**src/core/ksd_consts.svh**
```systemverilog
// constants for the kernel segment decoder: offsets, fields, reset values, address patterns
// ===========================================================================
`ifndef KSD_CONSTS_SVH
`define KSD_CONSTS_SVH

// ===========================================================================
// address patterns
`define KSD_KMODE 2'h0
`define KSD_DIRECT_BASE 32'ha000_0000
`define KSD_RSVD_TOP10 10'h3fc
`define KSD_WIDE_ZERO22 22'h00_0000
`define KSD_XKSEG_TOP9 9'h1ff
`define KSD_COMPAT_ONES 31'h7fff_ffff
`define KSD_PHYS_ZERO23 23'h00_0000

// ===========================================================================
// register map
`define KSD_OFS_CTRL 8'h00
`define KSD_OFS_STATUS 8'h04
`define KSD_OFS_MASK 8'h08
`define KSD_OFS_ERR_LO 8'h0c
`define KSD_OFS_ERR_HI 8'h10
`define KSD_ST_ADDR_ERR 0
`define KSD_ST_RSVD 1
`define KSD_ST_ERL_USER 2
`define KSD_CTRL_RSVD_FAULT 0
`define KSD_CTRL_RST 1'h1
`define KSD_MASK_RST 3'h0
`define KSD_RESP_OKAY 2'h0
`define KSD_RESP_SLVERR 2'h2

`endif

```
**src/core/ksd_pkg.sv**
```systemverilog
// types shared by the kernel segment decoder files
package ksd_pkg;

  // segment classes reported to the translation buffer and cache
  typedef enum logic [3:0] {
    seg_none = 4'h0,
    seg_user = 4'h1,
    seg_other = 4'h2,
    seg_direct_uncached = 4'h3,
    seg_sup32 = 4'h4,
    seg_mapped_high_kernel = 4'h5,
    seg_reserved = 4'h6,
    seg_wide_user = 4'h7,
    seg_wide_sup = 4'h8,
    seg_wide_phys = 4'h9,
    seg_wide_kernel = 4'ha,
    seg_compat_cached_direct = 4'hb,
    seg_compat_uncached_direct = 4'hc,
    seg_compat_sup = 4'hd,
    seg_compat_high_kernel = 4'he
  } ksd_seg_t;

endpackage

```
**src/core/ksd_dec_if.sv**
```systemverilog
// interface between the decoder top and its combinational classifier
`timescale 1ns/10ps
interface ksd_dec_if #(
  parameter int PA_W = 36
);
  logic [63:0] vaddr;
  logic kernel;
  logic wide;
  logic error_level_flag;
  logic rsvd_fault;
  ksd_pkg::ksd_seg_t seg;
  logic mapped;
  logic uncached;
  logic [PA_W-1:0] paddr;
  logic reserved;
  logic addr_err;
  logic erl_user;

  modport dec (input vaddr, kernel, wide, error_level_flag, rsvd_fault,
               output seg, mapped, uncached, paddr, reserved, addr_err, erl_user);
  modport use_side (output vaddr, kernel, wide, error_level_flag, rsvd_fault,
                    input seg, mapped, uncached, paddr, reserved, addr_err, erl_user);
endinterface // ksd_dec_if

```
**src/core/ksd_top.sv**
```systemverilog
// kernel segment decoder top: registered answer, axi4-lite registers, interrupt
//
// The register offsets and the AXI4-Lite register port were left to the implementer.
`timescale 1ns/10ps
`include "ksd_consts.svh"
module ksd_top #(
  parameter int PA_W = 36
) (
  // clock and reset
  input wire logic clock_i,
  input wire logic srst_i,
  // access request from the pipeline
  input wire logic req_valid_i,
  input wire logic [63:0] vaddr_i,
  input wire logic [7:0] space_identifier_i,
  input wire logic [1:0] privilege_mode_field_i,
  input wire logic exception_level_flag_i,
  input wire logic error_level_flag_i,
  input wire logic wide_kernel_addressing_i,
  // decode answer to translation buffer and cache
  output logic dec_valid_o,
  output ksd_pkg::ksd_seg_t seg_o,
  output logic mapped_o,
  output logic uncached_o,
  output logic [PA_W-1:0] paddr_o,
  output logic [7:0] key_space_o,
  output logic [63:0] key_vaddr_o,
  output logic reserved_o,
  output logic addr_err_o,
  // axi4-lite slave
  input wire logic [7:0] s_axi_awaddr,
  input wire logic s_axi_awvalid,
  output logic s_axi_awready,
  input wire logic [31:0] s_axi_wdata,
  input wire logic [3:0] s_axi_wstrb,
  input wire logic s_axi_wvalid,
  output logic s_axi_wready,
  output logic [1:0] s_axi_bresp,
  output logic s_axi_bvalid,
  input wire logic s_axi_bready,
  input wire logic [7:0] s_axi_araddr,
  input wire logic s_axi_arvalid,
  output logic s_axi_arready,
  output logic [31:0] s_axi_rdata,
  output logic [1:0] s_axi_rresp,
  output logic s_axi_rvalid,
  input wire logic s_axi_rready,
  // interrupt
  output logic irq_o
);

  // ===========================================================================
  // classifier
  logic kern_c;
  logic rsvd_fault_q;
  ksd_dec_if #(.PA_W(PA_W)) dif ();

  // kernel when mode field is 00 or either level flag is raised
  assign kern_c = (privilege_mode_field_i == `KSD_KMODE) | exception_level_flag_i |
                  error_level_flag_i;
  assign dif.vaddr = vaddr_i;
  assign dif.kernel = kern_c;
  assign dif.wide = wide_kernel_addressing_i;
  assign dif.error_level_flag = error_level_flag_i;
  assign dif.rsvd_fault = rsvd_fault_q;

  ksd_classify #(.PA_W(PA_W)) u_classify (
    .d(dif.dec)
  );

  // ===========================================================================
  // registered answer
  // one cycle of latency keeps every output straight from a flop
  always_ff @(posedge clock_i) begin
    if (srst_i) begin
      dec_valid_o <= 1'b0;
      seg_o <= ksd_pkg::seg_none;
      mapped_o <= 1'b0;
      uncached_o <= 1'b0;
      paddr_o <= '0;
      key_space_o <= 8'h00;
      key_vaddr_o <= 64'h0;
      reserved_o <= 1'b0;
      addr_err_o <= 1'b0;
    end else begin
      dec_valid_o <= req_valid_i;
      seg_o <= dif.seg;
      mapped_o <= dif.mapped;
      uncached_o <= dif.uncached;
      paddr_o <= dif.paddr;
      // lookup key is unique per address space only on mapped windows
      key_space_o <= dif.mapped ? space_identifier_i : 8'h00;
      key_vaddr_o <= vaddr_i;
      reserved_o <= dif.reserved;
      addr_err_o <= req_valid_i & dif.addr_err;
    end
  end

  // ===========================================================================
  // control, status and mask registers
  logic [2:0] status_q;
  logic [2:0] mask_q;
  logic [2:0] event_c;
  logic [2:0] clr_c;
  logic [63:0] err_vaddr_q;
  logic wr_go_c;
  logic aw_have_q;
  logic w_have_q;
  logic [7:0] awaddr_q;
  logic [31:0] wdata_q;
  logic [3:0] wstrb_q;

  assign wr_go_c = aw_have_q & w_have_q & ~s_axi_bvalid;
  assign event_c = {3{req_valid_i}} & {dif.erl_user, dif.reserved, dif.addr_err};
  assign clr_c = (wr_go_c && awaddr_q == `KSD_OFS_STATUS && wstrb_q[0]) ?
                 wdata_q[2:0] : 3'h0;

  // sticky events; a new event beats a clear written in the same cycle
  always_ff @(posedge clock_i) begin
    if (srst_i) begin
      status_q <= 3'h0;
    end else begin
      status_q <= (status_q & ~clr_c) | event_c;
    end
  end

  // software controls: reserved-as-fault switch and interrupt mask
  always_ff @(posedge clock_i) begin
    if (srst_i) begin
      rsvd_fault_q <= `KSD_CTRL_RST;
      mask_q <= `KSD_MASK_RST;
    end else if (wr_go_c && wstrb_q[0]) begin
      if (awaddr_q == `KSD_OFS_CTRL) begin
        rsvd_fault_q <= wdata_q[`KSD_CTRL_RSVD_FAULT];
      end
      if (awaddr_q == `KSD_OFS_MASK) begin
        mask_q <= wdata_q[2:0];
      end
    end
  end

  // last faulting address, so the handler need not replay the access
  always_ff @(posedge clock_i) begin
    if (srst_i) begin
      err_vaddr_q <= 64'h0;
    end else if (event_c[`KSD_ST_ADDR_ERR]) begin
      err_vaddr_q <= vaddr_i;
    end
  end

  // level interrupt while any unmasked status bit stands
  always_ff @(posedge clock_i) begin
    if (srst_i) begin
      irq_o <= 1'b0;
    end else begin
      irq_o <= |(((status_q & ~clr_c) | event_c) & mask_q);
    end
  end

  // ===========================================================================
  // axi4-lite write channel
  // address and data are caught separately so either may come first
  always_ff @(posedge clock_i) begin
    if (srst_i) begin
      aw_have_q <= 1'b0;
      w_have_q <= 1'b0;
      awaddr_q <= 8'h00;
      wdata_q <= 32'h0;
      wstrb_q <= 4'h0;
      s_axi_awready <= 1'b1;
      s_axi_wready <= 1'b1;
      s_axi_bvalid <= 1'b0;
      s_axi_bresp <= `KSD_RESP_OKAY;
    end else begin
      if (s_axi_awvalid && s_axi_awready) begin
        aw_have_q <= 1'b1;
        awaddr_q <= s_axi_awaddr;
        s_axi_awready <= 1'b0;
      end
      if (s_axi_wvalid && s_axi_wready) begin
        w_have_q <= 1'b1;
        wdata_q <= s_axi_wdata;
        wstrb_q <= s_axi_wstrb;
        s_axi_wready <= 1'b0;
      end
      if (wr_go_c) begin
        aw_have_q <= 1'b0;
        w_have_q <= 1'b0;
        s_axi_bvalid <= 1'b1;
        s_axi_bresp <= (awaddr_q == `KSD_OFS_CTRL || awaddr_q == `KSD_OFS_STATUS ||
                        awaddr_q == `KSD_OFS_MASK) ? `KSD_RESP_OKAY : `KSD_RESP_SLVERR;
      end
      if (s_axi_bvalid && s_axi_bready) begin
        s_axi_bvalid <= 1'b0;
        s_axi_awready <= 1'b1;
        s_axi_wready <= 1'b1;
      end
    end
  end

  // ===========================================================================
  // axi4-lite read channel
  always_ff @(posedge clock_i) begin
    if (srst_i) begin
      s_axi_arready <= 1'b1;
      s_axi_rvalid <= 1'b0;
      s_axi_rdata <= 32'h0;
      s_axi_rresp <= `KSD_RESP_OKAY;
    end else if (s_axi_arvalid && s_axi_arready) begin
      s_axi_arready <= 1'b0;
      s_axi_rvalid <= 1'b1;
      s_axi_rresp <= `KSD_RESP_OKAY;
      unique case (s_axi_araddr)
        `KSD_OFS_CTRL: s_axi_rdata <= {31'h0, rsvd_fault_q};
        `KSD_OFS_STATUS: s_axi_rdata <= {29'h0, status_q};
        `KSD_OFS_MASK: s_axi_rdata <= {29'h0, mask_q};
        `KSD_OFS_ERR_LO: s_axi_rdata <= err_vaddr_q[31:0];
        `KSD_OFS_ERR_HI: s_axi_rdata <= err_vaddr_q[63:32];
        default: begin
          s_axi_rdata <= 32'h0;
          s_axi_rresp <= `KSD_RESP_SLVERR;
        end
      endcase
    end else if (s_axi_rvalid && s_axi_rready) begin
      s_axi_rvalid <= 1'b0;
      s_axi_arready <= 1'b1;
    end
  end

  logic k32_c;
  logic k64_c;
  assign k32_c = req_valid_i & kern_c & ~wide_kernel_addressing_i &
                 (vaddr_i[63:32] == {32{vaddr_i[31]}});
  assign k64_c = req_valid_i & kern_c & wide_kernel_addressing_i;
endmodule // ksd_top

```
**src/core/ksd_classify.sv**
```systemverilog
// combinational segment classifier for kernel-mode virtual addresses
`timescale 1ns/10ps
`include "ksd_consts.svh"
module ksd_classify #(
  parameter int PA_W = 36
) (
  // request and answer
  ksd_dec_if.dec d
);

  // ===========================================================================
  // decode
  // pure logic so the top can register one clean answer per request
  always_comb begin
    d.seg = ksd_pkg::seg_none;
    d.mapped = 1'b0;
    d.uncached = 1'b0;
    d.paddr = '0;
    d.reserved = 1'b0;
    d.addr_err = 1'b0;
    d.erl_user = 1'b0;
    if (d.kernel) begin
      if (!d.wide) begin
        if (d.vaddr[63:32] != {32{d.vaddr[31]}}) begin
          d.addr_err = 1'b1; // bad sign extension
        end else if (!d.vaddr[31]) begin
          d.seg = ksd_pkg::seg_user;
          if (d.error_level_flag) begin
            d.uncached = 1'b1;
            d.erl_user = 1'b1;
            d.paddr = PA_W'(d.vaddr[31:0]);
          end else begin
            d.mapped = 1'b1;
          end
        end else begin
          unique case (d.vaddr[30:29])
            2'b00: d.seg = ksd_pkg::seg_other; // cached direct window decoded elsewhere
            2'b01: begin
              d.seg = ksd_pkg::seg_direct_uncached;
              d.uncached = 1'b1;
              d.paddr = PA_W'(d.vaddr[31:0] - `KSD_DIRECT_BASE);
            end
            2'b10: begin
              d.seg = ksd_pkg::seg_sup32;
              d.mapped = 1'b1;
            end
            2'b11: begin
              if (d.vaddr[31:22] == `KSD_RSVD_TOP10) begin
                d.seg = ksd_pkg::seg_reserved;
                d.reserved = 1'b1;
                d.addr_err = d.rsvd_fault;
              end else begin
                d.seg = ksd_pkg::seg_mapped_high_kernel;
                d.mapped = 1'b1;
              end
            end
          endcase
        end
      end else begin
        unique case (d.vaddr[63:62])
          2'b00: begin
            if (d.error_level_flag && d.vaddr[61:31] == '0) begin
              d.seg = ksd_pkg::seg_user;
              d.uncached = 1'b1;
              d.erl_user = 1'b1;
              d.paddr = PA_W'(d.vaddr[30:0]);
            end else if (d.vaddr[61:40] == `KSD_WIDE_ZERO22) begin
              d.seg = ksd_pkg::seg_wide_user;
              d.mapped = 1'b1;
            end else begin
              d.addr_err = 1'b1;
            end
          end
          2'b01: begin
            if (d.vaddr[61:40] == `KSD_WIDE_ZERO22) begin
              d.seg = ksd_pkg::seg_wide_sup;
              d.mapped = 1'b1;
            end else begin
              d.addr_err = 1'b1;
            end
          end
          2'b10: begin
            d.seg = ksd_pkg::seg_wide_phys;
            d.paddr = PA_W'(d.vaddr[35:0]);
            d.addr_err = (d.vaddr[58:36] != `KSD_PHYS_ZERO23);
          end
          2'b11: begin
            if (d.vaddr[61:31] == `KSD_COMPAT_ONES) begin
              unique case (d.vaddr[30:29])
                2'b00: begin
                  d.seg = ksd_pkg::seg_compat_cached_direct;
                  d.paddr = PA_W'(d.vaddr[28:0]);
                end
                2'b01: begin
                  d.seg = ksd_pkg::seg_compat_uncached_direct;
                  d.uncached = 1'b1;
                  d.paddr = PA_W'(d.vaddr[28:0]);
                end
                2'b10: begin
                  d.seg = ksd_pkg::seg_compat_sup;
                  d.mapped = 1'b1;
                end
                2'b11: begin
                  if (d.vaddr[31:22] == `KSD_RSVD_TOP10) begin
                    d.seg = ksd_pkg::seg_reserved;
                    d.reserved = 1'b1;
                    d.addr_err = d.rsvd_fault;
                  end else begin
                    d.seg = ksd_pkg::seg_compat_high_kernel;
                    d.mapped = 1'b1;
                  end
                end
              endcase
            end else if (d.vaddr[61:40] == `KSD_WIDE_ZERO22 &&
                         d.vaddr[39:31] != `KSD_XKSEG_TOP9) begin
              d.seg = ksd_pkg::seg_wide_kernel;
              d.mapped = 1'b1;
            end else begin
              d.addr_err = 1'b1;
            end
          end
        endcase
      end
    end
  end

endmodule // ksd_classify

```
**config.mk**
```make
export PLATFORM = sky130hd
export DESIGN_NAME = ksd_top
export DESIGN_NICKNAME = d
export VERILOG_FILES = /design/src/core/ksd_pkg.sv /design/src/core/ksd_dec_if.sv /design/src/core/ksd_top.sv /design/src/core/ksd_classify.sv
export VERILOG_INCLUDE_DIRS = /design/src /design/src/core
export SDC_FILE = /design/constraint.sdc
export NUM_CORES = 1
export LEC_CHECK = 0
export BUFFER_PORTS_ARGS = -buffer_cell sky130_fd_sc_hd__buf_2
export CAP_MARGIN = 20
export CORE_UTILIZATION = 40
export CTS_CLUSTER_SIZE = 25
export DETAILED_ROUTE_END_ITERATION = 10
export GPL_TIMING_DRIVEN = 0
export PLACE_DENSITY = 0.74
export SLEW_MARGIN = 20
export SYNTH_ARGS = -nofsm -noshare
export SYNTH_HDL_FRONTEND = slang
export SYNTH_SLANG_ARGS = --single-unit
```
**constraint.sdc**
```tcl
create_clock -name clock_i -period 6.36 [get_ports clock_i]
set_clock_uncertainty 0.15 [all_clocks]
set_input_delay 0.636 -clock clock_i [delete_from_list [all_inputs] [get_ports clock_i]]
set_output_delay 0.636 -clock clock_i [all_outputs]
set_load 0.01 [all_outputs]
```
==> impl_metrics.yaml <==
timing:
  rsz0062_at_grt: "false"
  max_freq_mhz: 250
  hold_viol_final: 0
  final.setup.tns_ps: 0
  worst_hold_margin_ps: 153
  timing.final.max_slew_violations: 0
  worstMarginPinSlew_ps: 1080
  period_minus_slack_ps: 4000
  final-setup-viol-count: 0
  timing.final.crit_share_pct: 62.8
  max-slew-margin-rel_pct: 27.7
grt:
  total_gr_overflow: 0
  grt_start_max_net_pins: 15
  first_global_vias: 7453
  globalRouteMet1Util_pct: 30.1
  antenna_found_initial: 2
  first_pass_grt_wire_length_um: 42000
  grt.total_usage_pct: 23.0
  grt.met2_usage_pct: 38.3
  grt.busiest_layer: "met2"
  met3_routing_resource_usage_after_global_routing_pct: 4.34
floorplan:
  floorplan_die_width_um: 153
  core.rowCount: 55
  initial_core_util_pct: 40.6
  dieHeight_um: 153
  dieArea_mm2: 0.0235
  boundaryPins: 296
  core-area_mm2: 0.0226
logic_synthesis:
  ys_ff_latch: 242
  yosys.area.top_type_share_pct: 52.8
  yosys.cell_types.count: 59
  ys_top_cells_by_area: "dfxtp_1, nor2b_1, mux2_2"
  synthTopCellsByCount: "dfxtp_1, nor2b_1, nor2_1, nand2_1, clkbuf_1"
  yosys.cell_count.top_type: "dfxtp_1"
  postSynth.asyncResetShare_pct: 0
  synth_area_per_cell_um2: 10.2
  post-synth-top-area-cell: "dfxtp_1"
  yosys_most_used_dff: "dfxtp_1"
  post_syn_area_mm2: 0.00917
  yosys_warnings: 0
  synth_seq_area_share_pct: 52.8
  synth_edf_count: 0
  syn_inst: 897
cells_and_area:
  drive_gt1_share_pct: 31.9
  layoutNonFillerInstCount: 1493
  nNetsFinal: 1335
  fillers: 2095
  syn2layout_area_growth_pct: 28.6
clock_network:
  cts_hold_repair.buffers: 0
  clockBufferDepth: 3
  cts.reportedPaths.clkPinSlew_ps: 60
  clk_root_buf: "clkbuf_16"
  cts_max_level: 1
  cts_inserted_buffers: 26
  tritoncts_clock_tree: "yes"
  tritoncts_num_sinks: 242
  post_cts_resized: 0
  insertion_delay_ps: 540
  total_setup_buffers_inserted_after_cts: 0
route:
  wire_per_inst_um: 18.5
  dr_total_vias: 7590
  vias_per_cell: 5.08
  drt_pass1_iterations: 5
  dr.first_iter.drc_count: 564
  wirelength_um: 27600
  drt.antenna.violating_nets: 0
  detail_route.drc_violations: 0
setup_path:
  crit_path_top_delay_cell: "nor4_1"
  timing.critical_path.mode_cell: "nor4_1"
  worst-path-max-fanout: 10
  worst_path_dominant_cell_family: "simple AND/OR/NAND/NOR gates"
  crit_path_cell_trace: "buf_2 -> nor4_1 -> nand4_1 -> nor4_1 -> o21ai_0 -> a41oi_1 -> clkbuf_1 -> clkbuf_2 -> and2_1"
  worst_ep_arrival_time_ps: 4330
  crit_buf_inv: 3
  cp_data_required_time_ps: 6690
  worstSetupEndpointType: "register"
  critical_path.startpoint_type: "input port"
  worst_path_largest_cell_delay_ps: 820
  setup.worst_path.class: "in2reg"
flow_run:
  maxCapViolCount: 0
power_and_ir_drop:
  power.static_leakage_uw: 0.00526
  power_density_mw_per_mm2: 303
  ir_worst_vdd_mv: 0.161
placed_design:
  detailed_placement_hpwl_um: 20700
  place.gp.congestion: 0.904
  placed_cells: 1443
  place.port_buffers: 260
worst_hold_path:
  class_of_the_tightest_hold_or_removal_check: "in2reg"
run_status:
  outcome: "completed"
[through the flow]
step / instance area, µm² / setup slack [ps] / util (%) / total power [µW]
floorplan: 9170 / 3540 / - / 1800
global placement: 10800 / 1940 / 48.0 / 1940
detailed placement: 10800 / 1950 / 48.0 / 1940
CTS: 11800 / 2510 / 52.2 / 3600
global route: 11800 / 2350 / 52.2 / 3680
finish: 11800 / 2360 / 52.2 / 3570
[path summary, 6_finish.rpt]
kind | startpoint | slack [ps] | endpoint | depth (start not counted)
worst min-delay path | vaddr_i[11] | 150 | paddr_o[11] | 2
worst min register to register | awaddr_q[5] | 300 | awaddr_q[5] | 2
worst max register to register | dif.rsvd_fault | 3830 | irq_o | 8
worst max-delay path | vaddr_i[48] | 2360 | paddr_o[19] | 9
[state kept, by name, indices dropped and copies added, names as in the netlist, 3 cells and up]
register	cells
err_vaddr_q	64
s_axi_rdata	32
key_vaddr_o	64
mask_q	3
seg_o	4
status_q	3
key_space_o	8
awaddr_q	8
wdata_q	3
paddr_o	36
[cell usage in the layout (no fill, tap or decap), types with 12 or more instances in the layout]
cell type | netlist | layout
nor2_1 | 59 | 59
nor2b_1 | 136 | 136
dfxtp_1 | 242 | 242
a21oi_1 | 37 | 37
a22oi_1 | 31 | 31
buf_2 | 4 | 264
nor3_1 | 13 | 13
mux2_4 | 27 | 27
nand2_1 | 46 | 46
clkbuf_1 | 39 | 40
ha_1 | 12 | 12
nand4_1 | 19 | 19
mux2_2 | 37 | 37
a2bb2oi_1 | 29 | 29
and2_1 | 32 | 32
inv_1 | 17 | 17
nand3_1 | 22 | 22
clkbuf_16 | 0 | 26
[where the power goes]
part	switching (µW)	leakage (µW)	total, µW	internal [µW]
Combinational	169	0.00280	300	131
Sequential	26.7	0.00198	1610	1580
Clock	631	0.000475	1660	1030
[worst register-to-register path: cells and delay by family (launching register included)]
| kind | cells | cell delay, ps |
|---|---|---|
| AOI/OAI and AO/OA | 2 | 800 |
| buffers and inverters | 2 | 370 |
| DFF | 1 | 410 |
| and+or+nand+nor | 4 | 680 |
[cell families (layout without fill, tap and decap cells)]
| kind of cell | count (synthesis) | count (layout) | synth area share, % |
|---|---|---|---|
| mux | 69 | 69 | 9.65 |
| fa+ha+maj | 12 | 12 | 1.64 |
| compound gates | 138 | 138 | 10.6 |
| other cells | 1 | 5 | 0.0409 |
| flops | 242 | 242 | 52.8 |
| buf+inv | 72 | 379 | 3.47 |
| simple gates | 363 | 363 | 21.8 |
[cell type report]
| cell class | instances | area, µm² | share of cell area, % |
|---|---|---|---|
| flip-flops and latches | 242 | 4840 | 41.1 |
| multi-input cells | 584 | 4010 | 34.0 |
| repair buffers | 260 | 1300 | 11.0 |
| clock buffers | 30 | 696 | 5.90 |
| well taps | 285 | 357 | 3.02 |
| clock inverters | 17 | 258 | 2.19 |
| plain buffers | 55 | 254 | 2.15 |
| inverters | 17 | 63.8 | 0.541 |
| diodes | 3 | 7.51 | 0.0637 |
[per-layer routing]
| metal | wire (µm) | vias to the layer above | part of all wire, % |
|---|---|---|---|
| li1 | - | 3693 | - |
| met1 | 12200 | 3542 | 44 |
| met2 | 12900 | 307 | 47 |
| met3 | 1860 | 48 | 6.8 |
| met4 | 690 | 0 | 2.5 |
| met5 | 0 | - | 0 |
No activity file was read; power rests on OpenSTA's default activity.
